===== config.mk =====
export PLATFORM = sky130hd
export DESIGN_NAME = ddr3_command_timing_guard
export DESIGN_NICKNAME = d
export VERILOG_FILES = /design/src/ddr3_guard_pkg.sv /design/src/ddr3_command_timing_guard.sv
export VERILOG_INCLUDE_DIRS = /design/src /design/src/src
export SDC_FILE = /design/constraint.sdc
export NUM_CORES = 1
export LEC_CHECK = 0
export ABC_AREA = 1
export BUFFER_PORTS_ARGS = -buffer_cell sky130_fd_sc_hd__buf_2
export CAP_MARGIN = 20
export CELL_PAD_IN_SITES_DETAIL_PLACEMENT = 0
export CELL_PAD_IN_SITES_GLOBAL_PLACEMENT = 2
export CORE_AREA = 2 2 234 236
export CTS_BUF_LIST = sky130_fd_sc_hd__clkbuf_8
export CTS_CLUSTER_SIZE = 30
export DETAILED_ROUTE_END_ITERATION = 12
export DIE_AREA = 0 0 236 238
export GPL_ROUTABILITY_DRIVEN = 0
export PLACE_DENSITY_LB_ADDON = 0.12
export SLEW_MARGIN = 30
export SYNTH_ARGS = -nofsm -noshare
export SYNTH_HDL_FRONTEND = slang
export SYNTH_SLANG_ARGS = --single-unit

===== constraint.sdc =====
create_clock -name ref_clk -period 4.1 [get_ports ref_clk]
set_input_delay 0.615 -clock ref_clk [delete_from_list [all_inputs] [get_ports ref_clk]]
set_output_delay 0.615 -clock ref_clk [all_outputs]
set_load 0.1 [all_outputs]

===== src/ddr3_guard_defines.svh =====
// Constants of the DDR3 command timing guard: offsets, fields, timing counts
// How it works
// - Termination on and off latency: WL minus 2
// - Reads need locked delay loop; termination needs it only outside power-down
// - Internal write starts WL plus 4 or 2
// - Power-down current waits for refresh and for activate or precharge
// - Short calibration finishes within 64 cycles
`ifndef DDR3_GUARD_DEFINES_SVH
`define DDR3_GUARD_DEFINES_SVH

`define REG_CFG 8'h00
`define REG_STATUS 8'h04
`define REG_ZQCOUNT 8'h08
`define CFG_RESET 32'h0640b168
`define CFG_WL_LSB 0
`define CFG_RL_LSB 5
`define CFG_WR_LSB 10
`define CFG_WRREC_LSB 15
`define CFG_BC4_BIT 20
`define CFG_HOT_BIT 21
`define CFG_DLL_BIT 22
`define CFG_MOD_LSB 23
`define CFG_OTF_BIT 28
`define VIOL_W 11

`define CLK_PERIOD_NS 5.0
`define LINK_PERIOD_NS 160.0
`define REFRESH_CYCLE_TIME_NS 110.0
`define REFRESH_CYCLE_TIME_CYC 8'($rtoi($ceil(`REFRESH_CYCLE_TIME_NS / `LINK_PERIOD_NS)))
`define AVERAGE_REFRESH_INTERVAL_NORM_US 7.8
`define AVERAGE_REFRESH_INTERVAL_HOT_US 3.9
`define AVERAGE_REFRESH_INTERVAL_NORM_CYC 11'($rtoi(`AVERAGE_REFRESH_INTERVAL_NORM_US * 1000.0 / `CLK_PERIOD_NS + 0.001))
`define AVERAGE_REFRESH_INTERVAL_HOT_CYC 11'($rtoi(`AVERAGE_REFRESH_INTERVAL_HOT_US * 1000.0 / `CLK_PERIOD_NS + 0.001))
`define REF_DEBT_MAX 4'h8
`define REFPD_CYC 8'h01
`define PD_WR_BC4 8'h02
`define PD_WR_BL8 8'h04
`define WRA_EXTRA 8'h01
`define PD_RD_EXTRA 8'h05
`define ODT_LAT_SUB 5'h02
`define ODT_HIGH_SHORT 4'h4
`define ODT_HIGH_LONG 4'h6
`define WR_START_BC4 6'h02
`define WR_START_BL8 6'h04
`define LVL_FIRST_STROBE 6'h28
`define LVL_STROBE_EN 6'h19
`define POWERDOWN_EXIT_LOCKED_DELAY_CYC 4'ha
`define ZQCS_CYC 7'h40

`endif


===== src/ddr3_guard_pkg.sv =====
// Types shared by the DDR3 command timing guard
`default_nettype none
`include "ddr3_guard_defines.svh"
package ddr3_guard_pkg;
  typedef enum logic [2:0] {CMD_NOP, CMD_ACT, CMD_RD, CMD_WR, CMD_PRE, CMD_REF, CMD_MRS, CMD_ZQ} cmd_t;
  // Order matches the low violation bits
  typedef enum logic [1:0] {CAUSE_WR, CAUSE_REF, CAUSE_MRS, CAUSE_RD} cause_t;
  typedef logic [`VIOL_W-1:0] viol_t;
endpackage
`default_nettype wire


===== src/ddr3_command_timing_guard.sv =====
// DDR3 command timing guard: link sampling, spacing checks, device timing outputs
//
// Design decisions made here: the placing of the registers and the Wishbone interface to the registers.
`default_nettype none
`include "ddr3_guard_defines.svh"
module ddr3_command_timing_guard
  import ddr3_guard_pkg::*;
#(
  parameter int HIST_W = 64
) (
  input wire logic ref_clk,
  input wire logic rst,
  input wire logic ce,
  input wire logic cyc_i,
  input wire logic stb_i,
  input wire logic we_i,
  input wire logic [7:0] adr_i,
  input wire logic [31:0] dat_i,
  input wire logic [3:0] sel_i,
  output logic ack_o,
  output logic [31:0] dat_o,
  input wire logic ckLink,
  input wire logic csN,
  input wire logic rasN,
  input wire logic casN,
  input wire logic weN,
  input wire logic [2:0] ba,
  input wire logic a7,
  input wire logic a10,
  input wire logic a12,
  input wire logic cke,
  input wire logic odt,
  input wire logic dqs,
  input wire logic dqsEn,
  output logic termEn,
  output logic intWrite,
  output logic pdCurrent,
  output logic zqBusy
);
  localparam int IW = $clog2(HIST_W);

  function automatic cmd_t decodeCmd(input logic [3:0] p);
    if (p[3]) return CMD_NOP;
    case (p[2:0])
      3'h0: return CMD_MRS;
      3'h1: return CMD_REF;
      3'h2: return CMD_PRE;
      3'h3: return CMD_ACT;
      3'h4: return CMD_WR;
      3'h5: return CMD_RD;
      3'h6: return CMD_ZQ;
      default: return CMD_NOP;
    endcase
  endfunction

  // -------------------------------------------------------------
  // State
  // -------------------------------------------------------------
  logic [14:0] syncA_reg, syncA_next, syncB_reg, syncB_next;
  logic ckPrev_reg, ckPrev_next, ckePrev_reg, ckePrev_next, odtPrev_reg, odtPrev_next, dqsPrev_reg, dqsPrev_next;
  logic [31:0] cfg_reg, cfg_next, dat_next;
  viol_t viol_reg, viol_next, setV;
  logic [15:0] zqCount_reg, zqCount_next;
  logic ack_next, termEn_next, intWrite_next, pdCurrent_next, zqBusy_next;
  logic [7:0] pdGap_reg, pdGap_next, rfcCnt_reg, rfcCnt_next, gap;
  cause_t pdCause_reg, pdCause_next;
  logic pdActive_reg, pdActive_next, pdAfterRef_reg, pdAfterRef_next, actBusy_reg, actBusy_next;
  logic [3:0] exitLock_reg, exitLock_next, odtRun_reg, odtRun_next, refDebt_reg, refDebt_next;
  logic odtWr_reg, odtWr_next, level_reg, level_next;
  logic [HIST_W-1:0] odtHist_reg, odtHist_next, wrHist_reg, wrHist_next;
  logic [5:0] levelCnt_reg, levelCnt_next;
  logic [6:0] zqCnt_reg, zqCnt_next;
  logic [10:0] refTick_reg, refTick_next;

  // -------------------------------------------------------------
  // Synchronised link pins
  // -------------------------------------------------------------
  logic sCk, sCke, sOdt, sDqs, sDqsEn, sA7, sA10, sA12, linkRise, bc4Burst;
  logic [3:0] sCmd;
  logic [2:0] sBa;
  logic [4:0] wl, rl, wr, wrRec, modCyc, odtLat;
  logic bc4Fixed, hot, dllLocked, otfEn, busHit, wbWrite;
  logic [IW-1:0] wrIdx;
  cmd_t cmd;
  assign {sCk, sCmd, sBa, sA7, sA10, sA12, sCke, sOdt, sDqs, sDqsEn} = syncB_reg;
  assign linkRise = sCk & ~ckPrev_reg;
  assign cmd = linkRise ? decodeCmd(sCmd) : CMD_NOP;
  assign wl = cfg_reg[`CFG_WL_LSB +: 5];
  assign rl = cfg_reg[`CFG_RL_LSB +: 5];
  assign wr = cfg_reg[`CFG_WR_LSB +: 5];
  assign wrRec = cfg_reg[`CFG_WRREC_LSB +: 5];
  assign modCyc = cfg_reg[`CFG_MOD_LSB +: 5];
  assign bc4Fixed = cfg_reg[`CFG_BC4_BIT];
  assign hot = cfg_reg[`CFG_HOT_BIT];
  assign dllLocked = cfg_reg[`CFG_DLL_BIT];
  assign otfEn = cfg_reg[`CFG_OTF_BIT];
  assign bc4Burst = bc4Fixed | (otfEn & ~sA12);
  assign odtLat = (wl > `ODT_LAT_SUB) ? wl - `ODT_LAT_SUB : 5'h00;
  assign wrIdx = IW'({1'b0, wl} + (bc4Fixed ? `WR_START_BC4 : `WR_START_BL8));
  assign busHit = cyc_i & stb_i;
  assign wbWrite = busHit & we_i & ack_o;

  // -------------------------------------------------------------
  // Next-state logic
  // -------------------------------------------------------------
  always_comb begin
    syncA_next = {ckLink, csN, rasN, casN, weN, ba, a7, a10, a12, cke, odt, dqs, dqsEn};
    syncB_next = syncA_reg;
    ckPrev_next = sCk;
    cfg_next = cfg_reg;
    setV = '0;
    zqCount_next = zqCount_reg;
    pdGap_next = pdGap_reg;
    pdCause_next = pdCause_reg;
    rfcCnt_next = rfcCnt_reg;
    actBusy_next = actBusy_reg;
    pdActive_next = pdActive_reg;
    pdAfterRef_next = pdAfterRef_reg;
    exitLock_next = exitLock_reg;
    odtRun_next = odtRun_reg;
    odtWr_next = odtWr_reg;
    odtHist_next = odtHist_reg;
    wrHist_next = wrHist_reg;
    level_next = level_reg;
    levelCnt_next = levelCnt_reg;
    zqCnt_next = zqCnt_reg;
    ckePrev_next = ckePrev_reg;
    odtPrev_next = odtPrev_reg;
    dqsPrev_next = dqsPrev_reg;
    intWrite_next = 1'b0;
    termEn_next = termEn;
    gap = 8'h00;
    if (linkRise) begin
      ckePrev_next = sCke;
      odtPrev_next = sOdt;
      dqsPrev_next = sDqs;
      // Remaining-cycle counters; a value above one means the spacing is still running
      if (pdGap_reg != 8'h00) pdGap_next = pdGap_reg - 8'h01;
      if (rfcCnt_reg != 8'h00) rfcCnt_next = rfcCnt_reg - 8'h01;
      if (exitLock_reg != 4'h0) exitLock_next = exitLock_reg - 4'h1;
      actBusy_next = (cmd == CMD_ACT) || (cmd == CMD_PRE);
      case (cmd)
        CMD_WR: begin
          if (sA10) gap = 8'(wl) + (bc4Fixed ? `PD_WR_BC4 : `PD_WR_BL8) + 8'(wr) + `WRA_EXTRA;
          else gap = 8'(wl) + (bc4Fixed ? `PD_WR_BC4 : `PD_WR_BL8) + 8'(wrRec);
        end
        CMD_RD: begin
          gap = 8'(rl) + `PD_RD_EXTRA;
          if (!dllLocked) setV[9] = 1'b1;
          if (exitLock_reg > 4'h1) setV[10] = 1'b1;
        end
        CMD_REF: begin
          gap = `REFPD_CYC;
          if (rfcCnt_reg > 8'h01) setV[7] = 1'b1;
          rfcCnt_next = `REFRESH_CYCLE_TIME_CYC;
        end
        CMD_ACT: begin
          if (rfcCnt_reg > 8'h01) setV[7] = 1'b1;
        end
        CMD_MRS: begin
          gap = 8'(modCyc);
          if (sBa == 3'h1) begin
            level_next = sA7;
            levelCnt_next = 6'h00;
          end
        end
        CMD_ZQ: begin
          if (!sA10) zqCnt_next = `ZQCS_CYC;
        end
        default: ;
      endcase
      if (gap > pdGap_next) begin
        pdGap_next = gap;
        pdCause_next = (cmd == CMD_WR) ? CAUSE_WR : (cmd == CMD_RD) ? CAUSE_RD :
                       (cmd == CMD_REF) ? CAUSE_REF : CAUSE_MRS;
      end
      // Power-down entry and exit
      if (ckePrev_reg && !sCke) begin
        pdActive_next = 1'b1;
        pdAfterRef_next = rfcCnt_reg != 8'h00;
        if (pdGap_reg > 8'h01) setV[pdCause_reg] = 1'b1;
      end else if (!ckePrev_reg && sCke && pdActive_reg) begin
        pdActive_next = 1'b0;
        if (pdAfterRef_reg) exitLock_next = `POWERDOWN_EXIT_LOCKED_DELAY_CYC;
      end
      // Termination pulse width and latency
      if (sOdt) begin
        if (odtRun_reg != 4'hf) odtRun_next = odtRun_reg + 4'h1;
        if (cmd == CMD_WR && !bc4Burst) odtWr_next = 1'b1;
        if (!odtPrev_reg && !dllLocked && !pdActive_reg) setV[9] = 1'b1;
      end else begin
        odtRun_next = 4'h0;
        odtWr_next = 1'b0;
        if (odtPrev_reg && odtRun_reg < (odtWr_reg ? `ODT_HIGH_LONG : `ODT_HIGH_SHORT)) setV[4] = 1'b1;
      end
      odtHist_next = {odtHist_reg[HIST_W-2:0], sOdt};
      termEn_next = odtHist_next[odtLat];
      wrHist_next = {wrHist_reg[HIST_W-2:0], cmd == CMD_WR};
      intWrite_next = wrHist_next[wrIdx];
      // Write leveling strobe timing
      if (level_reg && cmd != CMD_MRS) begin
        if (levelCnt_reg != 6'h3f) levelCnt_next = levelCnt_reg + 6'h01;
        if (sDqs && !dqsPrev_reg && levelCnt_reg < `LVL_FIRST_STROBE) setV[5] = 1'b1;
        if (sDqsEn && levelCnt_reg < `LVL_STROBE_EN) setV[6] = 1'b1;
      end
      if (zqCnt_reg != 7'h00 && cmd != CMD_ZQ) begin
        zqCnt_next = zqCnt_reg - 7'h01;
        if (zqCnt_reg == 7'h01) zqCount_next = zqCount_reg + 16'h0001;
      end
    end
    // Refresh debt: each elapsed interval adds one, each refresh pays one
    refTick_next = refTick_reg + 11'h001;
    refDebt_next = refDebt_reg;
    if (refTick_reg >= (hot ? `AVERAGE_REFRESH_INTERVAL_HOT_CYC : `AVERAGE_REFRESH_INTERVAL_NORM_CYC) - 11'h001) begin
      refTick_next = 11'h000;
      if (cmd != CMD_REF && refDebt_reg != 4'hf) refDebt_next = refDebt_reg + 4'h1;
    end else if (cmd == CMD_REF && refDebt_reg != 4'h0) begin
      refDebt_next = refDebt_reg - 4'h1;
    end
    if (refDebt_reg > `REF_DEBT_MAX) setV[8] = 1'b1;
    pdCurrent_next = pdActive_reg && rfcCnt_reg == 8'h00 && !actBusy_reg;
    zqBusy_next = zqCnt_reg != 7'h00;
    // Register bus; a set in the same cycle as a clear wins
    viol_next = viol_reg | setV;
    if (wbWrite && adr_i == `REG_CFG) begin
      for (int b = 0; b < 4; b++) begin
        if (sel_i[b]) cfg_next[8*b +: 8] = dat_i[8*b +: 8];
      end
    end else if (wbWrite && adr_i == `REG_STATUS && sel_i[0] && sel_i[1]) begin
      viol_next = (viol_reg & ~dat_i[`VIOL_W-1:0]) | setV;
    end
    ack_next = busHit & ~ack_o;
    dat_next = 32'h0000_0000;
    if (adr_i == `REG_CFG) begin
      dat_next = cfg_reg;
    end else if (adr_i == `REG_STATUS) begin
      dat_next = {4'h0, refDebt_reg, 3'h0, level_reg, zqBusy, termEn, pdCurrent, pdActive_reg, 5'h00, viol_reg};
    end else if (adr_i == `REG_ZQCOUNT) begin
      dat_next = {16'h0000, zqCount_reg};
    end
  end

  always_ff @(posedge ref_clk) begin
    if (rst) begin
      syncA_reg <= '0;
      syncB_reg <= '0;
      {ckPrev_reg, ckePrev_reg, odtPrev_reg, dqsPrev_reg} <= 4'h0;
      cfg_reg <= `CFG_RESET;
      viol_reg <= '0;
      zqCount_reg <= 16'h0000;
      {ack_o, termEn, intWrite, pdCurrent, zqBusy} <= 5'h00;
      dat_o <= 32'h0000_0000;
      pdGap_reg <= 8'h00;
      pdCause_reg <= CAUSE_WR;
      rfcCnt_reg <= 8'h00;
      {actBusy_reg, pdActive_reg, pdAfterRef_reg, odtWr_reg, level_reg} <= 5'h00;
      {exitLock_reg, odtRun_reg, refDebt_reg} <= 12'h000;
      odtHist_reg <= '0;
      wrHist_reg <= '0;
      levelCnt_reg <= 6'h00;
      zqCnt_reg <= 7'h00;
      refTick_reg <= 11'h000;
    end else if (ce) begin
      syncA_reg <= syncA_next;
      syncB_reg <= syncB_next;
      {ckPrev_reg, ckePrev_reg, odtPrev_reg, dqsPrev_reg} <= {ckPrev_next, ckePrev_next, odtPrev_next, dqsPrev_next};
      cfg_reg <= cfg_next;
      viol_reg <= viol_next;
      zqCount_reg <= zqCount_next;
      {ack_o, termEn, intWrite, pdCurrent, zqBusy} <= {ack_next, termEn_next, intWrite_next, pdCurrent_next, zqBusy_next};
      dat_o <= dat_next;
      pdGap_reg <= pdGap_next;
      pdCause_reg <= pdCause_next;
      rfcCnt_reg <= rfcCnt_next;
      {actBusy_reg, pdActive_reg, pdAfterRef_reg, odtWr_reg, level_reg} <=
        {actBusy_next, pdActive_next, pdAfterRef_next, odtWr_next, level_next};
      {exitLock_reg, odtRun_reg, refDebt_reg} <= {exitLock_next, odtRun_next, refDebt_next};
      odtHist_reg <= odtHist_next;
      wrHist_reg <= wrHist_next;
      levelCnt_reg <= levelCnt_next;
      zqCnt_reg <= zqCnt_next;
      refTick_reg <= refTick_next;
    end
  end
endmodule
`default_nettype wire


==> flow_summary.toml <==
[status]
status = "completed"

[setup_path]
regToRegStartpoint = "cfg_reg[20]"
startpoint_type = "register"
crit_top_cell = "nand2_1"
path_class = "reg -> reg"
required_ns = 4.59
worstPathCellList = "inv_1 -> ha_1 -> a21oi_1 -> or2_2 -> xor2_4 -> ha_1 -> nand2_1 -> o21a_1 -> nand3_1 -> a21boi_0 -> nor2_2 -> inv_1 -> ha_1 -> nand2_1 -> inv_1 -> nand2_1 -> nand2_1 -> nand2_1 -> nand2_1 -> nand2_2 -> nand2_1 -> nand3_1 -> a21oi_1"
crit_family = "simple AND/OR/NAND/NOR gates"
cpPeakStageDelay_ns = 0.38
critPathArrivalTime_ns = 4.18
path_max_fanout = 9
end_kind = "register"
crit_buf_inv = 3
crit_path_top_delay_cell = "dfxtp_1"
startpoint = "cfg_reg[20]"

[layout]
largest_reg_flops = 55
layout-drive-gt1-share_pct = 12.3
final_nets = 2084
synthToLayoutAreaGrowth_pct = 17.3

[logic_synthesis]
synth-seq-cells = 274
ys_seq_area_share_pct = 41.3
async_reset_ff_share_pct = 0
synth_area_leaders = "dfxtp_1, o21ai_0, nand2_1"
synth-edff-count = 0
syn_nets = 1988
synthCells = 1876
synth.largest_area_cell = "dfxtp_1"
synth_ff_type = "dfxtp_1"
syn_avg_cell_area_sq_um = 7.09
synth_warnings = 0
yosysUniqueCellTypes = 47
syn_area_sq_um = 13300
synth_top_area_share_pct = 41.3

[pwr]
p_sw_uw = 2160
p_int_uw = 4550
combPwrFrac_pct = 18.1
power_density_nw_per_um2 = 431
seqPwrFrac_pct = 42.2
vdd_drop_max_uv = 228
clock_power_share_pct = 39.8
p_leak_uw = 0.00643
switching_share_pct = 32.2
total_power_uw = 6710

[worst_hold_path]
hold_start = "ba[1]"
holdCritPathClass = "in -> reg"

[clock_tree]
numCtsBuffers = 55
postCtsHoldBufs = 0
cts_num_sinks = 274
clock_latency_ns = 0.65
cts.path.max_buffers = 3
root_buffer = "clkbuf_8"
cts_tree = "built"
clk_pin_slew_worst_paths_ns = 0.06
h-tree-depth = 2

[place]
hpwl_um = 32300
portBuffers = 101

[timing]
worst_pin_slew_ns = 0.878
finalCritPeriodShare_pct = 90.0
report.final.slew_viol_count = 0
finClkSkew_ns = 0.0286
setup_tns_ns = 0
setup_violations = 0
max_freq_mhz = 271
hold_viol_final = 0
rsz0062_at_grt = "false"
slew_headroom_pct = 41.5
period_minus_slack_ns = 3.69

[routing]
drc_errors = 0
drt_wl_total_um = 46400
num_vias = 12500
wire_per_inst_um = 17.2
first_iter_violations = 602
dr.pass1.iters = 4
via_per_inst = 4.63
antenna_left = 0

[grt]
overflow = 0
grt_pass1_wl_um = 73100
grt_pass1_vias = 12600
grt_max_degree = 105
grtUsageTotal_pct = 16.6
antenna_found_initial = 1

[floorplanning]
fp.dieArea_sq_um = 56200
initial_core_util_pct = 24.9
pin_count = 102
coreArea_sq_um = 53500
die_w_um = 236
rows = 85
die_h_um = 238

[run]
drv_cap = 0
==> cell type report <==
| class | instances | area (sq um) |
|---|---|---|
| timing repair buffer | 126 | 696 |
| fill | 5930 | 37900 |
| multi-input combinational | 1311 | 6750 |
| antenna | 1 | 2.50 |
| sequential | 274 | 5490 |
| inverter | 204 | 771 |
| tap | 696 | 871 |
| clock buffer | 65 | 895 |
| clock inverter | 27 | 123 |
==> worst paths after layout <==
path | to | slack [ns] | cells after the start
worst max-delay path | pdGap_reg[0] | 0.41 | 23
worst min-delay path | syncA_reg[8] | 0.20 | 3
worst max register to register | pdGap_reg[0] | 0.41 | 23
worst min register to register | cfg_reg[30] | 0.44 | 2
==> power groups by stage <==
| stage | registers (uW) | clock network [uW] | logic, uW |
|---|---|---|---|
| after floorplan | 2980 | 0 | 784 |
| after global placement | 2890 | 0 | 1220 |
| after detailed placement | 2880 | 0 | 1220 |
| after CTS | 2830 | 2800 | 1220 |
| after global routing | 2840 | 2920 | 1390 |
| final | 2830 | 2670 | 1210 |
==> worst register-to-register path: stages, from the launching register on <==
cell,delay [ns]
dfxtp_1,0.38
inv_1,0.12
ha_1,0.30
a21oi_1,0.06
or2_2,0.34
xor2_4,0.19
ha_1,0.34
nand2_1,0.08
o21a_1,0.18
nand3_1,0.10
a21boi_0,0.12
nor2_2,0.15
inv_1,0.06
ha_1,0.30
nand2_1,0.10
inv_1,0.04
nand2_1,0.06
nand2_1,0.05
nand2_1,0.09
nand2_1,0.09
nand2_2,0.18
nand2_1,0.08
nand3_1,0.08
a21oi_1,0.07
==> synthesized netlist by cell type (2+ instances only) <==
cell      number
o221ai_1      12
nor4_1         3
o211ai_1      18
nand3_1      132
nor2_1       247
a31oi_1       14
nor3_1        19
nand2_2        4
nand3_2        4
o21a_1         2
o21ai_2        2
fa_1           4
nand4_1       22
a21oi_1      190
ha_1          43
clkinv_1       2
inv_1        189
clkbuf_1      65
dfxtp_1      274
o21bai_1       3
or2_2          6
xor2_1        19
xnor2_1        7
a211oi_1       4
nor3b_1        6
inv_2         13
buf_1          8
nand2_1      284
nand3b_1       9
and3_1         2
o21ai_1        6
nor2_4         2
nor3_4         2
o22ai_1        2
o21ai_0      227
a21oi_2        2
buf_2         14
nor2_2         5
==> placed cells by master, fill, tap and decap left out, types with 14 or more instances in the layout <==
| cell type | count |
|---|---|
| nor3_1 | 19 |
| inv_2 | 14 |
| nand3_1 | 132 |
| xor2_1 | 18 |
| buf_4 | 26 |
| o211ai_1 | 18 |
| clkbuf_8 | 65 |
| o21ai_0 | 227 |
| nand2_1 | 284 |
| a31oi_1 | 14 |
| a21oi_1 | 187 |
| nor2_1 | 246 |
| ha_1 | 42 |
| dfxtp_1 | 274 |
| nand4_1 | 22 |
| inv_1 | 209 |
| buf_2 | 100 |
==> stage by stage <==
step | setup WS (ns) | cell area, sq um | hold WS, ns | std cells | utilization (%)
detailed placement | 0.00605 | 14500 | 0.439 | 2610 | 27.1
global placement | 0.111 | 14500 | 0.436 | 2610 | 27.1
CTS | 0.0770 | 15500 | 0.126 | 2702 | 29.1
floorplan | 0.602 | 13300 | 0.424 | 1876 | -
finish | 0.410 | 15600 | 0.199 | 2704 | 29.1
global route | 0.0121 | 15600 | 0.172 | 2703 | 29.1
==> per-layer routing <==
metal	global-route usage [%]	wire [um]	vias to the layer above
li1	-	-	6425
met1	22.0	22200	5833
met2	27.6	21400	196
met3	2.70	1670	67
met4	4.98	1100	2
met5	0	13	-
==> timing repair <==
item | 4_1_cts | 5_1_grt
buffers inserted | 0 | 1
endpoints found under the setup margin | 1 | 9
gates resized for setup | 1 | 8
==> cells by family after synthesis <==
logic type | count (synthesis) | share of synthesized area, %
compound gates | 489 | 19.7
simple gates | 749 | 24.3
fa+ha+maj | 47 | 4.65
buf+inv | 291 | 8.35
flops | 274 | 41.3
xor+xnor | 26 | 1.71
Power figures use the tool's default switching activity.
